[config.mk]
export PLATFORM = sky130hd
export DESIGN_NAME = sfp_dev_flat
export DESIGN_NICKNAME = d
export VERILOG_FILES = /design/src/sfp_pkg.sv /design/src/sfp_if.sv /design/src/sfp_dev.sv /design/src/sfp_sync.sv /design/src/flat_wrapper.sv
export SDC_FILE = /design/constraint.sdc
export NUM_CORES = 1
export LEC_CHECK = 0
export ABC_AREA = 0
export BUFFER_PORTS_ARGS = -buffer_cell sky130_fd_sc_hd__buf_4
export CORE_ASPECT_RATIO = 0.6
export CORE_UTILIZATION = 64
export CTS_CLUSTER_DIAMETER = 50
export CTS_CLUSTER_SIZE = 20
export DETAILED_ROUTE_END_ITERATION = 8
export MAX_ROUTING_LAYER = met4
export PLACE_DENSITY = 0.83
export RECOVER_POWER = 50
export SLEW_MARGIN = 20
export SYNTH_ARGS = -nofsm -noshare
export SYNTH_HDL_FRONTEND = slang
export SYNTH_SLANG_ARGS = --single-unit
[constraint.sdc]
create_clock -name ref_clk_in -period 3.99 [get_ports ref_clk_in]
set_clock_uncertainty 0.15 [all_clocks]
set_input_delay 0.9975 -clock ref_clk_in [delete_from_list [all_inputs] [get_ports ref_clk_in]]
set_output_delay 0.9975 -clock ref_clk_in [all_outputs]
set_load 0.01 [all_outputs]
[src/sfp_pkg.sv]
package sfp_pkg;
    localparam int CLK_NS = 20;
    // opcodes
    localparam logic [7:0] CMD_WRITE_STATUS = 8'h01;
    localparam logic [7:0] CMD_PROG = 8'h02;
    localparam logic [7:0] CMD_WRITE_DIS = 8'h04;
    localparam logic [7:0] CMD_READ_STATUS = 8'h05;
    localparam logic [7:0] CMD_WRITE_EN = 8'h06;
    localparam logic [7:0] CMD_ERASE_4K = 8'h20;
    localparam logic [7:0] CMD_ERASE_16K = 8'h51;
    localparam logic [7:0] CMD_ERASE_32K = 8'h52;
    localparam logic [7:0] CMD_ERASE_64K = 8'hD8;
    localparam logic [7:0] CMD_AUTO_INC = 8'hAD;
    localparam logic [7:0] CMD_ENABLE_PAUSE = 8'hA7;
    localparam logic [7:0] CMD_HW_BUSY_ON = 8'h70;
    localparam logic [7:0] CMD_HW_BUSY_OFF = 8'h80;
    // byte counts checked in a frame, and the last bit index
    localparam logic [2:0] LEN_OPCODE = 3'h1;
    localparam logic [2:0] LEN_STATUS_WR = 3'h2;
    localparam logic [2:0] LEN_AUTO_NEXT = 3'h2;
    localparam logic [2:0] LEN_ADDR_END = 3'h3;
    localparam logic [2:0] LEN_ERASE = 3'h4;
    localparam logic [2:0] LEN_PROG = 3'h5;
    localparam logic [2:0] BIT_LAST = 3'h7;
    // status bit positions
    localparam int ST_BUSY = 0;
    localparam int ST_WEL = 1;
    localparam int ST_LVL0 = 2;
    localparam int ST_LVL2 = 4;
    localparam int ST_AUTO = 6;
    localparam int ST_LOCK = 7;
    localparam logic [2:0] LEVEL_DEFAULT = 3'h7;
    localparam int BIG_BLOCK_MBIT = 2;
    // timing
    localparam int TRST_NS = 100;
    localparam int TRST_CYC = (TRST_NS + CLK_NS - 1) / CLK_NS;
    localparam int TRECR_NS = 100;
    localparam int TRECR_CYC = (TRECR_NS + CLK_NS - 1) / CLK_NS;
    localparam int TRECP_US = 10;
    localparam int TRECP_CYC = (TRECP_US * 1000 + CLK_NS - 1) / CLK_NS;
    localparam int TRECE_MS = 1;
    localparam int TRECE_CYC = (TRECE_MS * 1000000 + CLK_NS - 1) / CLK_NS;
    localparam int SCK_HALF = 4;
    // host register map
    localparam logic [7:0] HR_TX = 8'h00;
    localparam logic [7:0] HR_CTRL = 8'h04;
    localparam logic [7:0] HR_PINS = 8'h08;
    localparam logic [7:0] HR_STAT = 8'h0C;
    localparam logic [7:0] HR_RX = 8'h10;
    localparam int CT_GO = 0;
    localparam int CT_KEEP = 1;
    localparam int CT_MODE3 = 2;
    localparam int CT_RSTP = 3;
    localparam int CT_REC = 4;
    localparam int PN_RP = 0;
    localparam int PN_WP = 1;
    localparam int SA_BUSY = 0;
    localparam int SA_CS = 1;
    localparam logic [1:0] REC_READ = 2'h0;
    localparam logic [1:0] REC_PROG = 2'h1;
    typedef enum logic [4:0] {
        DS_CMD = 5'h01, DS_ADDR = 5'h02, DS_DATA = 5'h04,
        DS_RDST = 5'h08, DS_SKIP = 5'h10
    } sfp_dstate_t;
    typedef enum logic [3:0] {
        HS_IDLE = 4'h1, HS_LOW = 4'h2, HS_HIGH = 4'h4, HS_END = 4'h8
    } sfp_hstate_t;
endpackage

[src/sfp_if.sv]
`timescale 1ns/1ps
interface sfp_if;
    logic sck;
    logic cs_n;
    logic si;
    logic so;
    logic so_oe_n;
    logic wp_n;
    logic rst_pause_n;
    logic so_line;
    // pulled-up line when the device floats its output
    assign so_line = so_oe_n ? 1'b1 : so;
    modport dev (input sck, cs_n, si, wp_n, rst_pause_n, output so, so_oe_n);
    modport host (output sck, cs_n, si, wp_n, rst_pause_n, input so_line);
endinterface

[src/sfp_dev.sv]
// Behaviour
// - sample input on rise, drive output on fall
// - host holds chip enable low per command
// - both clock idle levels, same edges
// - shared pin is reset until pause enabled
// - pause function sticks until power cycle
// - host holds reset low 100 ns minimum
// - output floats during hardware reset
// - hardware reset restores status defaults
// - hardware reset aborts program or erase
// - hardware reset ends auto-increment, floats output
// - host waits recovery time after reset
// - pause entry waits for clock low
// - pause exit waits for clock low
// - paused: output floats, inputs ignored
// - pause keeps bit position intact
// - chip enable high abandons paused frame
// - host raises pause input to resume
// - status write refused when pin low, locked
// - protect pin high ignores lock bit
// - erase sizes 4K,16K,32K; 64K large parts
// - output shows ready/busy in auto-increment
// - lock blocks level and lock changes
// - lock clears, level bits set at power-up
//
// The strobed register port and the register addresses were left to the implementer.
`timescale 1ns/1ps
module sfp_dev
    import sfp_pkg::*;
#(
    parameter int PROG_CYC = 100,
    parameter int ERASE_CYC = 1000,
    parameter int DENSITY_MBIT = 4
) (
    // clock and power-on reset
    input wire logic ref_clk_in,
    input wire logic rst_b_in,
    // serial link
    sfp_if.dev link,
    // user-side status
    output logic [7:0] status_out,
    output logic pause_mode_out,
    output logic paused_out
);
    import sfp_pkg::*;
    localparam int CW = $clog2(ERASE_CYC + PROG_CYC + 1);

    logic [4:0] sy;
    logic sck_s, cs_s, si_s, wp_s, rp_s;
    logic sck_prev_reg, cs_prev_reg;
    logic rise, cs_rise, hw_rst, active;
    logic pause_mode_reg, paused_reg;
    logic [2:0] bit_cnt_reg, byte_cnt_reg;
    logic [7:0] sh_reg, cmd_reg, dat_reg, tx_reg, nb;
    sfp_dstate_t state_reg;
    logic wel_reg, lock_reg, auto_reg, hwbusy_reg;
    logic [2:0] level_reg;
    logic [CW-1:0] busy_cnt_reg;
    logic busy, exec;
    logic [7:0] status;

    sfp_sync #(.WIDTH(5)) u_sync (
        .ref_clk_in(ref_clk_in),
        .rst_b_in(rst_b_in),
        .d_in({link.sck, link.cs_n, link.si, link.wp_n, link.rst_pause_n}),
        .q_out(sy)
    );
    assign {sck_s, cs_s, si_s, wp_s, rp_s} = sy;

    function automatic logic is_erase(input logic [7:0] c);
        is_erase = (c == CMD_ERASE_4K) || (c == CMD_ERASE_16K)
            || (c == CMD_ERASE_32K)
            || (c == CMD_ERASE_64K && DENSITY_MBIT >= BIG_BLOCK_MBIT);
    endfunction

    always_ff @(posedge ref_clk_in or negedge rst_b_in)
    begin
        if (!rst_b_in)
        begin
            sck_prev_reg <= 1'b0;
            cs_prev_reg <= 1'b1;
        end
        else
        begin
            sck_prev_reg <= sck_s;
            cs_prev_reg <= cs_s;
        end
    end

    // same edges whatever the idle level of the clock
    assign rise = sck_s && !sck_prev_reg;
    assign cs_rise = cs_s && !cs_prev_reg;
    assign hw_rst = !pause_mode_reg && !rp_s;
    assign active = !cs_s && !paused_reg && !hw_rst;
    assign nb = {sh_reg[6:0], si_s};
    assign busy = busy_cnt_reg != '0;
    assign status = {lock_reg, auto_reg, 1'b0, level_reg, wel_reg, busy};
    // a frame counts only if it ends on a byte boundary and not during a pause
    assign exec = cs_rise && !paused_reg && bit_cnt_reg == '0 && !hw_rst;

    // only the power-on reset brings the reset function back
    always_ff @(posedge ref_clk_in or negedge rst_b_in)
    begin
        if (!rst_b_in)
            pause_mode_reg <= 1'b0;
        else if (exec && cmd_reg == CMD_ENABLE_PAUSE && byte_cnt_reg == LEN_OPCODE)
            pause_mode_reg <= 1'b1;
    end

    always_ff @(posedge ref_clk_in or negedge rst_b_in)
    begin
        if (!rst_b_in)
            paused_reg <= 1'b0;
        else if (cs_s || !pause_mode_reg)
            paused_reg <= 1'b0;
        else if (!sck_s)
            paused_reg <= !rp_s;
    end

    always_ff @(posedge ref_clk_in or negedge rst_b_in)
    begin
        if (!rst_b_in)
        begin
            bit_cnt_reg <= '0;
            byte_cnt_reg <= '0;
            sh_reg <= '0;
            cmd_reg <= '0;
            dat_reg <= '0;
            state_reg <= DS_CMD;
        end
        else if (hw_rst || cs_s)
        begin
            bit_cnt_reg <= '0;
            byte_cnt_reg <= '0;
            state_reg <= DS_CMD;
        end
        else if (active && rise)
        begin
            sh_reg <= nb;
            bit_cnt_reg <= bit_cnt_reg + 3'h1;
            if (bit_cnt_reg == BIT_LAST)
            begin
                byte_cnt_reg <= byte_cnt_reg + 3'h1;
                case (state_reg)
                    DS_CMD:
                    begin
                        cmd_reg <= nb;
                        if (nb == CMD_READ_STATUS)
                            state_reg <= DS_RDST;
                        else if (nb == CMD_WRITE_STATUS)
                            state_reg <= DS_DATA;
                        else if (nb == CMD_AUTO_INC && auto_reg)
                            state_reg <= DS_DATA;
                        else if (nb == CMD_PROG || nb == CMD_AUTO_INC
                            || is_erase(nb))
                            state_reg <= DS_ADDR;
                        else
                            state_reg <= DS_SKIP;
                    end
                    DS_ADDR:
                        if (byte_cnt_reg == LEN_ADDR_END)
                            state_reg <= is_erase(cmd_reg) ? DS_SKIP : DS_DATA;
                    DS_DATA:
                    begin
                        dat_reg <= nb;
                        state_reg <= DS_SKIP;
                    end
                    DS_RDST: state_reg <= DS_RDST;
                    DS_SKIP: state_reg <= DS_SKIP;
                    default: state_reg <= DS_SKIP;
                endcase
            end
        end
    end

    always_ff @(posedge ref_clk_in or negedge rst_b_in)
    begin
        if (!rst_b_in)
        begin
            wel_reg <= 1'b0;
            lock_reg <= 1'b0;
            level_reg <= LEVEL_DEFAULT;
            auto_reg <= 1'b0;
            hwbusy_reg <= 1'b0;
            busy_cnt_reg <= '0;
        end
        else if (hw_rst)
        begin
            wel_reg <= 1'b0;
            lock_reg <= 1'b0;
            level_reg <= LEVEL_DEFAULT;
            auto_reg <= 1'b0;
            busy_cnt_reg <= '0;
        end
        else
        begin
            if (busy)
                busy_cnt_reg <= busy_cnt_reg - 1'b1;
            if (exec && cmd_reg == CMD_WRITE_EN && !busy)
                wel_reg <= 1'b1;
            if (exec && cmd_reg == CMD_WRITE_DIS && !busy)
            begin
                wel_reg <= 1'b0;
                auto_reg <= 1'b0;
            end
            if (exec && cmd_reg == CMD_HW_BUSY_ON)
                hwbusy_reg <= 1'b1;
            if (exec && cmd_reg == CMD_HW_BUSY_OFF)
                hwbusy_reg <= 1'b0;
            if (exec && cmd_reg == CMD_WRITE_STATUS && !busy
                && byte_cnt_reg == LEN_STATUS_WR && wel_reg)
            begin
                wel_reg <= 1'b0;
                if (wp_s || !lock_reg)
                begin
                    lock_reg <= dat_reg[ST_LOCK];
                    level_reg <= dat_reg[ST_LVL2:ST_LVL0];
                end
            end
            if (exec && !busy && wel_reg && is_erase(cmd_reg)
                && byte_cnt_reg == LEN_ERASE)
            begin
                wel_reg <= 1'b0;
                busy_cnt_reg <= CW'(ERASE_CYC);
            end
            if (exec && !busy && wel_reg && byte_cnt_reg == LEN_PROG
                && (cmd_reg == CMD_PROG || cmd_reg == CMD_AUTO_INC)
                && !auto_reg)
            begin
                wel_reg <= cmd_reg == CMD_AUTO_INC;
                auto_reg <= cmd_reg == CMD_AUTO_INC;
                busy_cnt_reg <= CW'(PROG_CYC);
            end
            if (exec && !busy && auto_reg && cmd_reg == CMD_AUTO_INC
                && byte_cnt_reg == LEN_AUTO_NEXT)
                busy_cnt_reg <= CW'(PROG_CYC);
        end
    end

    // status read data changes only on falling clock, so the host sees it settled
    always_ff @(posedge ref_clk_in or negedge rst_b_in)
    begin
        if (!rst_b_in)
        begin
            link.so <= 1'b0;
            link.so_oe_n <= 1'b1;
            tx_reg <= '0;
        end
        else if (hw_rst || cs_s || paused_reg)
            link.so_oe_n <= 1'b1;
        else if (auto_reg && hwbusy_reg && state_reg == DS_CMD
            && byte_cnt_reg == '0)
        begin
            link.so <= !busy;
            link.so_oe_n <= 1'b0;
        end
        else if (state_reg == DS_CMD && rise && bit_cnt_reg == BIT_LAST)
            tx_reg <= status;
        else if (state_reg == DS_RDST && sck_prev_reg && !sck_s)
        begin
            link.so <= tx_reg[7];
            link.so_oe_n <= 1'b0;
            tx_reg <= {tx_reg[6:0], tx_reg[7]};
        end
        // a status read drives the held bit again once a pause ends
        else
            link.so_oe_n <= state_reg != DS_RDST;
    end

    always_ff @(posedge ref_clk_in or negedge rst_b_in)
    begin
        if (!rst_b_in)
        begin
            status_out <= '0;
            pause_mode_out <= 1'b0;
            paused_out <= 1'b0;
        end
        else
        begin
            status_out <= status;
            pause_mode_out <= pause_mode_reg;
            paused_out <= paused_reg;
        end
    end
endmodule

[src/sfp_sync.sv]
`timescale 1ns/1ps
module sfp_sync #(
    parameter int WIDTH = 1
) (
    input wire logic ref_clk_in,
    input wire logic rst_b_in,
    input wire logic [WIDTH-1:0] d_in,
    output logic [WIDTH-1:0] q_out
);
    logic [WIDTH-1:0] meta_reg;
    always_ff @(posedge ref_clk_in or negedge rst_b_in)
    begin
        if (!rst_b_in)
        begin
            meta_reg <= '0;
            q_out <= '0;
        end
        else
        begin
            meta_reg <= d_in;
            q_out <= meta_reg;
        end
    end
endmodule

[src/flat_wrapper.sv]
// flat-port wrapper written by rule: the top's interface ports become plain ports
module sfp_dev_flat import sfp_pkg::*;
#(
    parameter int PROG_CYC = 100,
    parameter int ERASE_CYC = 1000,
    parameter int DENSITY_MBIT = 4
)
  (ref_clk_in, rst_b_in, status_out, pause_mode_out, paused_out, link_sck, link_cs_n, link_si, link_wp_n, link_rst_pause_n, link_so, link_so_oe_n);
  sfp_if link_i ();
  input wire logic ref_clk_in;
  input wire logic rst_b_in;
  output logic [7:0] status_out;
  output logic pause_mode_out;
  output logic paused_out;
  input wire logic [$bits(link_i.sck)-1:0] link_sck;
  input wire logic [$bits(link_i.cs_n)-1:0] link_cs_n;
  input wire logic [$bits(link_i.si)-1:0] link_si;
  input wire logic [$bits(link_i.wp_n)-1:0] link_wp_n;
  input wire logic [$bits(link_i.rst_pause_n)-1:0] link_rst_pause_n;
  output wire logic [$bits(link_i.so)-1:0] link_so;
  output wire logic [$bits(link_i.so_oe_n)-1:0] link_so_oe_n;
  assign link_i.sck = link_sck;
  assign link_i.cs_n = link_cs_n;
  assign link_i.si = link_si;
  assign link_i.wp_n = link_wp_n;
  assign link_i.rst_pause_n = link_rst_pause_n;
  assign link_so = link_i.so;
  assign link_so_oe_n = link_i.so_oe_n;
  sfp_dev #(.PROG_CYC(PROG_CYC), .ERASE_CYC(ERASE_CYC), .DENSITY_MBIT(DENSITY_MBIT)) u_core (.ref_clk_in(ref_clk_in), .rst_b_in(rst_b_in), .link(link_i), .status_out(status_out), .pause_mode_out(pause_mode_out), .paused_out(paused_out));
endmodule
**Yosys cells after proc, flatten, opt, wreduce, memory -nomap -nowiden**

Cells that the tools add are included.

- Add/sub/neg operators: 3
- Equality and inequality tests: 35
- Muxes and demuxes: 48
- Bitwise logic cells: 4
- Reductions and logical operators: 85

Operator list:

| kind | count |
|---|---|
| $mux 11 | 5 |
| $eq 8x8->1 const B | 6 |
| $mux 5 | 9 |
| $eq 8x7->1 const B | 5 |
| $logic_and 1x1->1 | 39 |
| $eq 8x3->1 const B | 3 |
| $mux 3 | 8 |
| $mux 1 | 23 |
| $eq 8x1->1 const B | 2 |
| $eq 8x2->1 const B | 2 |
| $eq 8x6->1 const B | 2 |
| $mux 8 | 2 |
| $pmux 5 s3 | 1 |
| $reduce_bool 2->1 | 7 |
| $logic_or 1x1->1 | 13 |
| $logic_not 1->1 | 11 |
| $reduce_bool 11->1 | 1 |
| $sub 11x1->11 const B | 1 |
| $eq 3x3->1 const B | 3 |
| $reduce_and 3->1 | 3 |
| $reduce_and 2->1 | 4 |
| $reduce_and 4->1 | 2 |
| $add 3x1->3 const B | 2 |
| $eq 3x2->1 const B | 2 |
| 13 further kinds | 19 |

- Bits in registers: 85
- Input port bits: 7
- Word-level logic and storage cells: 199

**Depth between registers and ports, before layout**

Gate-level depths: netlist (run 1).

- Depth after elaboration: 13
- Mapped depth: 9
- Depth with buffers taken out: 7

**Cells and area by module**

From an unflattened synthesis (run 1), not the netlist that was laid out.

- Cells, all modules: 368
- Area, all modules: 3,905.0 µm²

Modules (own cells, without submodules):

| module | instances | cells an instance | area an instance (µm²) | sequential area each (µm²) |
|---|---|---|---|---|
| sfp_dev | 1 | 358 | 3,654.8 | 1,784.2 |
| sfp_sync | 1 | 10 | 250.2 | 250.2 |

**Least setup slack after synthesis (run 1)**

OpenSTA, ideal clock, no wires.

- Kind: register to register
- Start point: reg u_core.state_reg[0]
- End point: reg u_core.tx_reg[0]
- Setup time: 125 ps
- Arrival time: 2,218 ps
- Data required time: 3,715 ps
- Path slack: 1,498 ps
- Stages on the path, launching flop included: 6
- Path buffers: 1
- Cell sequence: dfstp_2 or4b_4 or3_1 buf_6 a221oi_4 mux2_2

- Longest elaborated chain between the ends: 5

Ends and longest elaborated chain:

| item | RTL line | RTL |
|---|---|---|
| start: declaration | sfp_dev.sv:55 | `sfp_dstate_t state_reg;` |
| start signal: assignment | sfp_dev.sv:162 | `state_reg <= is_erase(cmd_reg) ? DS_SKIP : DS_DATA;` |
| $eq 5x4->1 / $eq 5x1->1 (equally long branches) | sfp_dev.sv:259, sfp_dev.sv:251, sfp_dev.sv:257 |  |
| $logic_and 1x1->1, on equally long branches | sfp_dev.sv:259, sfp_dev.sv:251, sfp_dev.sv:257 |  |
| $logic_and 1x1->1, on equally long branches | sfp_dev.sv:259, sfp_dev.sv:252, sfp_dev.sv:257 |  |
| $reduce_bool 2->1 (no source line) / $not 1->1 (equally long branches) | - |  |
| $reduce_and 3->1 (no source line) | - |  |
| end signal: assignment | sfp_dev.sv:258 | `tx_reg <= status;` |
| end signal: assignment | sfp_dev.sv:263 | `tx_reg <= {tx_reg[6:0], tx_reg[7]};` |
| end: declaration | sfp_dev.sv:54 | `logic [7:0] sh_reg, cmd_reg, dat_reg, tx_reg, nb;` |

Parallel ways exist; a longest one is shown, timed or not.
A chain may end at the register's enable or synchronous reset.

**Final worst setup path (run 1)**

- Start point: reg u_core.busy_cnt_reg[5]
- End point: reg u_core.busy_cnt_reg[0]

- Longest elaborated chain between the ends: 10

Ends and longest elaborated chain:

| item | RTL line | RTL |
|---|---|---|
| start: declaration | sfp_dev.sv:58 | `logic [CW-1:0] busy_cnt_reg;` |
| start signal: assignment | sfp_dev.sv:198 | `busy_cnt_reg <= busy_cnt_reg - 1'b1;` |
| start signal: assignment | sfp_dev.sv:224 | `busy_cnt_reg <= CW'(ERASE_CYC);` |
| start signal: assignment | sfp_dev.sv:232 | `busy_cnt_reg <= CW'(PROG_CYC);` |
| $reduce_bool 11->1 * | sfp_dev.sv:96 | `assign busy = busy_cnt_reg != '0;` |
| net u_core.busy | sfp_dev.sv:59 | `logic busy, exec;` |
| $logic_not 1->1 | sfp_dev.sv:220, sfp_dev.sv:226, sfp_dev.sv:234 |  |
| $logic_and 1x1->1 | sfp_dev.sv:220, sfp_dev.sv:226, sfp_dev.sv:234 |  |
| $logic_and 1x1->1 | sfp_dev.sv:220, sfp_dev.sv:226 |  |
| $logic_and 1x1->1, on equally long branches | sfp_dev.sv:220, sfp_dev.sv:226 |  |
| $logic_and 1x1->1, on equally long branches | sfp_dev.sv:221, sfp_dev.sv:227 |  |
| $mux 11 / $logic_and 1x1->1 (equally long branches) | sfp_dev.sv:220, sfp_dev.sv:228 |  |
| $mux 11 | sfp_dev.sv:226 | `if (exec && !busy && wel_reg && byte_cnt_reg == LEN_PROG` |
| $mux 11 | sfp_dev.sv:234 | `if (exec && !busy && auto_reg && cmd_reg == CMD_AUTO_INC` |
| $mux 11 | sfp_dev.sv:187 | `else if (hw_rst)` |

Mark *: on every way through the listed nets, which the timed path passes. The rest lies on a longest branch.

==> metrics.md, run 1 <==
| Metric | Value |
|---|---|
| Netlist cell types | `65` |
| Vias in the first global route | `~2,600` |
| Drt initial violations | `~190` |
| Setup TNS | `0 ns` |
| Avg Synthesized Cell Area | `between 10 and 15 um^2` |
| CTS Hold Bufs | `0` |
| GRT Total Usage | `0.294` |
| CP Cell Sequence | `nor4_1 > and4b_1 > buf_4 > clkinv_1 > nor3_1 > o21ai_1 > and4_1` |
| Core Region | `around 0.0057 mm^2` |
| Num CTS Buffers | `9` |
| Worst VDD drop | `about 0.26 mV` |
| Post-route ant nets | `0` |
| Layout overhead on the synthesized area | `9.93%` |
| Setup violations, final | `0` |
| CTS tree | `built` |
| Largest family of logic cells by synthesized area | `simple AND/OR/NAND/NOR gates` |
| Fmax | `between 0.3 and 0.4 GHz` |
| Area leader, netlist | `dfrtp_1` |
| Crit path max-delay cell type | `nor4_1` |
| H-tree depth | `3` |
| Nets | `between 300 and 400` |
| Clock sinks | `81` |
| Top FF cell, synth | `dfrtp_1` |
| Std cell rows | `21` |
| Commonest cells post-synth | `dfrtp_1, nand2_1, nor2_1` |
| Slew @ Worst Pin | `approximately 2.0 ns` |
| Largest net degree at the start of global routing | `between 80 and 90` |
| Ports | `19` |
| Post-synthesis mux area share | `0.0876` |
| Startpoint Class | `flip-flop` |
| Most common cell in the synthesized netlist | `dfrtp_1` |
| Min-Delay Path Class | `reg -> reg` |
| Leakage power | `about 2.0 nW` |
| Power after layout | `roughly 1.6 mW` |
| Syn Nets | `about 360` |
| Max Transition Viols Final | `a little over 80` |
| Violated checks | `capacitance limit, slew limit` |
| Critical path arrival | `~3.0 ns` |
| Initial antenna violation count | `0` |
| Setup CP Type | `reg -> reg` |
| PostCTS Resize Cnt | `0` |
| Routability cong. | `about 0.82` |
| DIE WIDTH | `around 100 um` |
| Clk root buf | `clkbuf_8` |
| Max FFs per register | `11` |
| Post-synth top area share | `0.488` |
| Mapped Cells | `342` |
| CTS Buffer Depth | `2` |
| Grt ovf | `0` |
| # diodes | `0` |
| Fill cells | `just under 400` |
| First-pass GRT wire length | `about 13,000 um` |
| Max-cap violations | `1` |
| Post-Synth Simple-Gate Area | `0.188` |
| Synth Cell Area | `just under 0.004 mm^2` |
| Die H | `a little over 60 um` |
| Via Count | `roughly 2,800` |
| Area of the multi-input gates | `~0.0017 mm^2` |
| Placed cell area | `around 0.004 mm^2` |
| PD cells | `a little under 400 mW/mm^2` |
| Clk_lat worst skew | `0.36 ns` |
| Final instance area | `0.00422 mm^2` |
| Postcts setup bufs | `0` |
| Sequential Area | `slightly above 0.002 mm^2` |
| DRC viols | `0` |
| Yosys reg bits | `81` |
| Place WS | `approximately 1.2 ns` |
| Status | `complete, but fails checks` |
| Clock Pin Slew Worst Setup and Hold Paths | `0.08 ns` |
| PortBufs | `17` |
| Post-synthesis compound-gate area fraction | `0.106` |
| Share of layout cells above drive strength 1 | `0.201` |
| Initial Util | `0.677` |
| Per-cell routed wire length | `approximately 18 um` |
| CP max stage delay | `around 0.57 ns` |
| Synth area leaders | `dfrtp_1, mux2_2, dfstp_2` |
| Xor and xnor area share after synthesis | `0.0251` |
| Worst setup margin | `roughly 1.1 ns` |
| RSZ-0062 raised after global routing | `false` |
| Synth warn | `0` |
| Final worst path period need | `between 2 and 3 ns` |
| DP HPWL | `5690 um` |
| Nature of the critical path endpoint | `flip-flop` |
| Async SR Flop Fraction | `1.00` |
| Share of the clock period used by the worst path | `0.729` |
| Vias/cell | `between 6 and 7` |
| Worst path required time | `4.09 ns` |
| Pre-Repair DR Iteration Count | `4` |
| Worst Path Max Fanout | `14` |
| Sequential share of the synthesized area | `0.529` |
| Max-Slew Margin vs Limit | `-0.308` |
| Post-synth EDFFs | `0` |
| Fin. Hold Viols | `0` |
| Adder-cell share of the synthesized area | `0.0326` |
| Die area | `0.00633 mm^2` |
| DRT Wirelength | `8120 um` |
==> where the power goes <==
| part | switching [mW] | total (mW) | internal (mW) |
|---|---|---|---|
| sequential | 0.0528 | 0.898 | 0.845 |
| clock | 0.311 | 0.625 | 0.314 |
| combinational | 0.0530 | 0.102 | 0.0487 |
==> path summary, 6_finish.rpt <==
| kind | slack (ns) | end | cells past startpoint | startpoint |
|---|---|---|---|---|
| max reg2reg | 1.08 | u_core.busy_cnt_reg[0] | 7 | u_core.busy_cnt_reg[5] |
| max in group asynchronous | 1.51 | u_core.u_sync.q_out[4] | 1 | rst_b_in |
| max | 1.08 | u_core.busy_cnt_reg[0] | 7 | u_core.busy_cnt_reg[5] |
| min | 0.20 | u_core.u_sync.q_out[1] | 0 | u_core.u_sync.meta_reg[1] |
| min in group asynchronous | 1.02 | u_core.cmd_reg[1] | 1 | rst_b_in |
| min reg2reg | 0.20 | u_core.u_sync.q_out[1] | 0 | u_core.u_sync.meta_reg[1] |
==> routing by layer <==
layer | GRT usage | part of all wire | up-vias
li1 | - | - | 1293
met1 | 0.401 | 0.47 | 1339
met2 | 0.395 | 0.42 | 129
met3 | 0.101 | 0.089 | 9
met4 | 0.133 | 0.016 | 0
met5 | - | 0 | -
==> cells by family (layout without fill, tap and decap cells) <==
| kind of cell | count (synthesis) | in the layout |
|---|---|---|
| compound gates | 55 | 55 |
| fa+ha+maj | 10 | 10 |
| mux | 31 | 31 |
| flops | 81 | 81 |
| simple gates | 127 | 127 |
| xor+xnor | 11 | 11 |
| buf+inv | 26 | 48 |
| other cells | 1 | 1 |
==> cell type report <==
class,instances,area share
clock buffer,10,0.0326
clock inverter,6,0.0172
inverter,13,0.0116
multi-input combinational,235,0.400
sequential,81,0.482
tap,80,0.0237
timing repair buffer,19,0.0332
==> worst max-delay path, delay by kind of cell (launching register included) <==
family          cells  cell delay (ns)
compound gates      1             0.22
simple gates        4             1.50
flops               1             0.44
buf+inv             2             0.49
==> metrics by stage <==
step | instances | utilization | hold slack [ns]
floorplan | 342 | - | 0.181
global placement | 428 | 0.708 | 0.182
detailed placement | 428 | 0.708 | 0.185
CTS | 444 | 0.745 | 0.204
global route | 444 | 0.744 | 0.214
finish | 444 | 0.744 | 0.204
==> cell usage in the layout, fill, tap and decap left out, drive strengths merged, types with 4 or more instances in the layout <==
cell | netlist | layout
dfrtp | 75 | 75
nand2 | 25 | 25
nor2 | 23 | 23
mux2 | 21 | 21
nand3 | 17 | 17
clkbuf | 8 | 16
inv | 12 | 15
a21oi | 15 | 15
buf | 5 | 13
nor3 | 11 | 11
mux2i | 10 | 10
ha | 10 | 10
o21ai | 9 | 9
xnor2 | 8 | 8
nor4 | 6 | 6
dfstp | 6 | 6
and4 | 5 | 5
nor2b | 4 | 4
nor4b | 4 | 4
nand4 | 4 | 4
o311ai | 4 | 4
nor3b | 4 | 4
Power figures use the tool's default switching activity.
==> run 2, diff against run 1 <==
--- a/config.mk
+++ b/config.mk
@@ -5,15 +5,15 @@
 export SDC_FILE = /design/constraint.sdc
 export NUM_CORES = 1
 export LEC_CHECK = 0
-export ABC_AREA = 0
+export ABC_AREA = 1
 export BUFFER_PORTS_ARGS = -buffer_cell sky130_fd_sc_hd__buf_4
 export CORE_ASPECT_RATIO = 0.6
-export CORE_UTILIZATION = 64
+export CORE_UTILIZATION = 61
 export CTS_CLUSTER_DIAMETER = 50
 export CTS_CLUSTER_SIZE = 20
 export DETAILED_ROUTE_END_ITERATION = 8
 export MAX_ROUTING_LAYER = met4
-export PLACE_DENSITY = 0.83
+export PLACE_DENSITY = 0.79
 export RECOVER_POWER = 50
 export SLEW_MARGIN = 20
 export SYNTH_ARGS = -nofsm -noshare
==> constraint.sdc (replaced) <==
create_clock -name ref_clk_in -period 2.9 [get_ports ref_clk_in]
set_clock_uncertainty 0.15 [all_clocks]
set_input_delay 0.725 -clock ref_clk_in [delete_from_list [all_inputs] [get_ports ref_clk_in]]
set_output_delay 0.725 -clock ref_clk_in [all_outputs]
set_load 0.01 [all_outputs]
==> run 2 against run 1 <==
Effect of this change:
- flip-flop and latch count unchanged
- worst hold slack worse by 0.0021 ns
- via count rose by 18%
- combinational power increased to 6.0 times the previous value
- the flow now finishes without violations
- register-to-register slack got worse by 0.40 ns
==> metrics.md, run 2 <==
| Metric | Value |
|---|---|
| Status | `completed` |
| Clock Pin Slew Worst Setup and Hold Paths | `0.08 ns` |
| First-pass GRT wire length | `roughly 15,000 um` |
| Yosys reg bits | `slightly above 80` |
| FF-to-FF setup slack | `0.68 ns` |
| Nets | `~520` |
| Startpoint Class | `flip-flop` |
| Final worst path period need | `2.22 ns` |
| Top delay family on crit path | `simple AND/OR/NAND/NOR gates` |
| Post-route ant nets | `0` |
| Netlist cell types | `43` |
| Worst VDD drop | `a little over 0.4 mV` |
| CTS tree | `built` |
| Post-synth EDFFs | `0` |
| Initial Util | `0.652` |
| Per-cell routed wire length | `~15 um` |
| DP HPWL | `between 6000 and 7000 um` |
| Cells after DPL | `between 500 and 600` |
| Most common cell in the synthesized netlist | `nand2_1` |
| Avg Synthesized Cell Area | `8.57 um^2` |
| GR Layer Usage met3 | `0.0952` |
| Min-Delay Path Class | `reg -> reg` |
| # diodes | `0` |
| Std cell rows | `22` |
| Share of layout cells above drive strength 1 | `0.171` |
| Post-synth top area share | `0.456` |
| CP max stage delay | `0.41 ns` |
| Max FFs per register | `11` |
| Critical path arrival | `around 2.4 ns` |
| Die H | `65.6 um` |
| Largest net degree at the start of global routing | `between 40 and 50` |
| H-tree depth | `3` |
| Die area | `~0.0071 mm^2` |
| Async SR Flop Fraction | `1.00` |
| CP Cell Sequence | `inv_1 > ha_1 > inv_1 > nor2_1 > nand2_1 > nor2_2 > nand3_2 > nor2_2 > nand3_2 > nand2_1 > o21ai_0 > nand2_1` |
| PostCTS Resize Cnt | `0` |
| Layout overhead on the synthesized area | `9.80%` |
| Max-Slew Margin vs Limit | `0.307` |
| Fmax | `0.451 GHz` |
| Setup violations, final | `0` |
| Worst path required time | `about 3.1 ns` |
| Fill cells | `between 400 and 500` |
| Area leader, netlist | `dfrtp_1` |
| Core Region | `roughly 0.0063 mm^2` |
| Top FF cell, synth | `dfrtp_1` |
| Commonest non-fill, non-tap cell in the layout | `nand2_1` |
| Share of the clock period used by the worst path | `0.765` |
| Routability cong. | `approximately 0.9` |
| Max Transition Viols Final | `0` |
| DRC viols | `0` |
| Fin. Hold Viols | `0` |
| Nature of the critical path endpoint | `flip-flop` |
| Top cell by count, worst path | `nand2_1` |
| Reg2reg end | `u_core.level_reg[0]` |
| Sequential Area | `between 0.002 and 0.0025 mm^2` |
| Clk_lat worst skew | `0.37 ns` |
| Busiest layer in global routing | `met1` |
| Ports | `19` |
| Worst Path Max Fanout | `5` |
| Pre-Repair DR Iteration Count | `5` |
| Worst reg2reg path depth | `12` |
| Synth warn | `0` |
| Grt met1 use | `0.438` |
| Setup CP Type | `reg -> reg` |
| Synth area leaders | `dfrtp_1, nand2_1, inv_1` |
| RSZ-0062 raised after global routing | `false` |
| Final instance area | `about 0.0045 mm^2` |
| Max-cap violations | `0` |
| PD cells | `609 mW/mm^2` |
| Postcts setup bufs | `0` |
| Mapped Cells | `480` |
| Final instance count without filler cells | `593` |
| Synth Cell Area | `between 0.004 and 0.005 mm^2` |
| GRT Total Usage | `0.304` |
| Placed cell area | `around 0.0043 mm^2` |
| Power after layout | `about 2.7 mW` |
| DIE WIDTH | `108 um` |
| Clk root buf | `clkbuf_8` |
| CTS Hold Bufs | `0` |
| Commonest cells post-synth | `nand2_1, dfrtp_1, inv_1` |
| Setup TNS | `0 ns` |
| Area of the multi-input gates | `roughly 0.0018 mm^2` |
| Worst R2R Start | `u_core.bit_cnt_reg[0]` |
| Sequential share of the synthesized area | `0.495` |
| Hold Path End | `u_core.u_sync.q_out[3]` |
| Commonest cells after routing, fill and taps aside | `nand2_1, dfrtp_1, inv_1, nor2_1, o21ai_0` |
| Initial antenna violation count | `0` |
| Clock sinks | `roughly 80` |
| Buf+Inv Stages, Crit Path | `2` |
| Met2 usage in global routing | `0.407` |
| Via Count | `around 3,300` |
| DRT Wirelength | `9080 um` |
| Slew @ Worst Pin | `between 1 and 1.5 ns` |
| Syn Nets | `497` |
| Hold Crit Depth | `0` |
| Num CTS Buffers | `9` |
| Crit path max-delay cell type | `dfrtp_1` |
| Leakage power | `around 2.2 nW` |
| PortBufs | `17` |
| Drt initial violations | `328` |
| Hold_sp | `u_core.u_sync.meta_reg[3]` |
| Grt ovf | `0` |
| Vias in the first global route | `3,053` |
| Vias/cell | `between 5 and 6` |
| CTS Buffer Depth | `2` |
run 2: cell count changes in the layout (fill, tap and decap cells not counted), sizes merged, moves of 5 or more:
cell | previous run | this run
mux2i | 10 | 4
nor2 | 23 | 64
inv | 15 | 69
clkinv | 2 | 7
o21ai | 9 | 42
nand2 | 25 | 104
o211ai | 1 | 9
mux2 | 21 | 0
and4 | 5 | 0
nand3 | 17 | 33
xnor2 | 8 | 2
run 2: layout make-up:
class,instances,share of cell area
sequential,81,0.451
multi-input combinational,321,0.392
inverter,74,0.0621
clock buffer,12,0.0344
timing repair buffer,18,0.0288
tap,84,0.0233
clock inverter,3,0.00887
run 2: power by group:
| part | switching (mW) | total [mW] | internal, mW |
|---|---|---|---|
| registers | 0.0905 | 1.31 | 1.22 |
| logic | 0.392 | 0.609 | 0.217 |
| clock network | 0.393 | 0.831 | 0.437 |
run 2: logic make-up (layout without fill, tap and decap cells):
kind of cell | after synthesis | after routing | share of synthesized area
other | 1 | 1 | 0.000912
DFF | 81 | 81 | 0.495
AOI/OAI and AO/OA | 71 | 71 | 0.0977
buffers and inverters | 78 | 107 | 0.0749
xor gates and xnor gates | 7 | 7 | 0.0149
adders and majority gates | 10 | 10 | 0.0304
and+or+nand+nor | 228 | 228 | 0.277
muxes | 4 | 4 | 0.00974
run 2: worst register-to-register path, cell delays in order (launching register included):
cell and delay [ns]:
dfrtp_1 0.41, inv_1 0.08, ha_1 0.15, inv_1 0.04, nor2_1 0.08, nand2_1 0.12, nor2_2 0.25, nand3_2 0.15
nor2_2 0.18, nand3_2 0.17, nand2_1 0.16, o21ai_0 0.15, nand2_1 0.09
run 2: worst max path at each step:
stage,startpoint,to,slack [ns],depth (start not counted)
after CTS,u_core.bit_cnt_reg[0],u_core.level_reg[0],0.71,12
after detailed placement,u_core.bit_cnt_reg[0],u_core.level_reg[0],0.75,12
after global placement,u_core.bit_cnt_reg[0],u_core.level_reg[0],0.88,12
after floorplan,u_core.busy_cnt_reg[0],u_core.wel_reg,1.08,11
final,u_core.bit_cnt_reg[0],u_core.level_reg[0],0.68,12
after global routing,rst_b_in,u_core.dat_reg[4],0.28,2
run 2: metal layers:
metal  wire length (um)  share of wire  up-vias
li1                   -              -     1597
met1               4440           0.49     1523
met2               3710           0.41      131
met3                804          0.089       16
met4                126          0.014        0
met5                  0              0        -
run 2: per-stage QoR:
| stage | hold slack, ns | worst slack (ns) | utilization |
|---|---|---|---|
| floorplan | 0.181 | 1.08 | - |
| global placement | 0.182 | 0.876 | 0.688 |
| detailed placement | 0.187 | 0.748 | 0.688 |
| CTS | 0.179 | 0.712 | 0.719 |
| global route | 0.211 | 0.285 | 0.716 |
| finish | 0.202 | 0.680 | 0.716 |
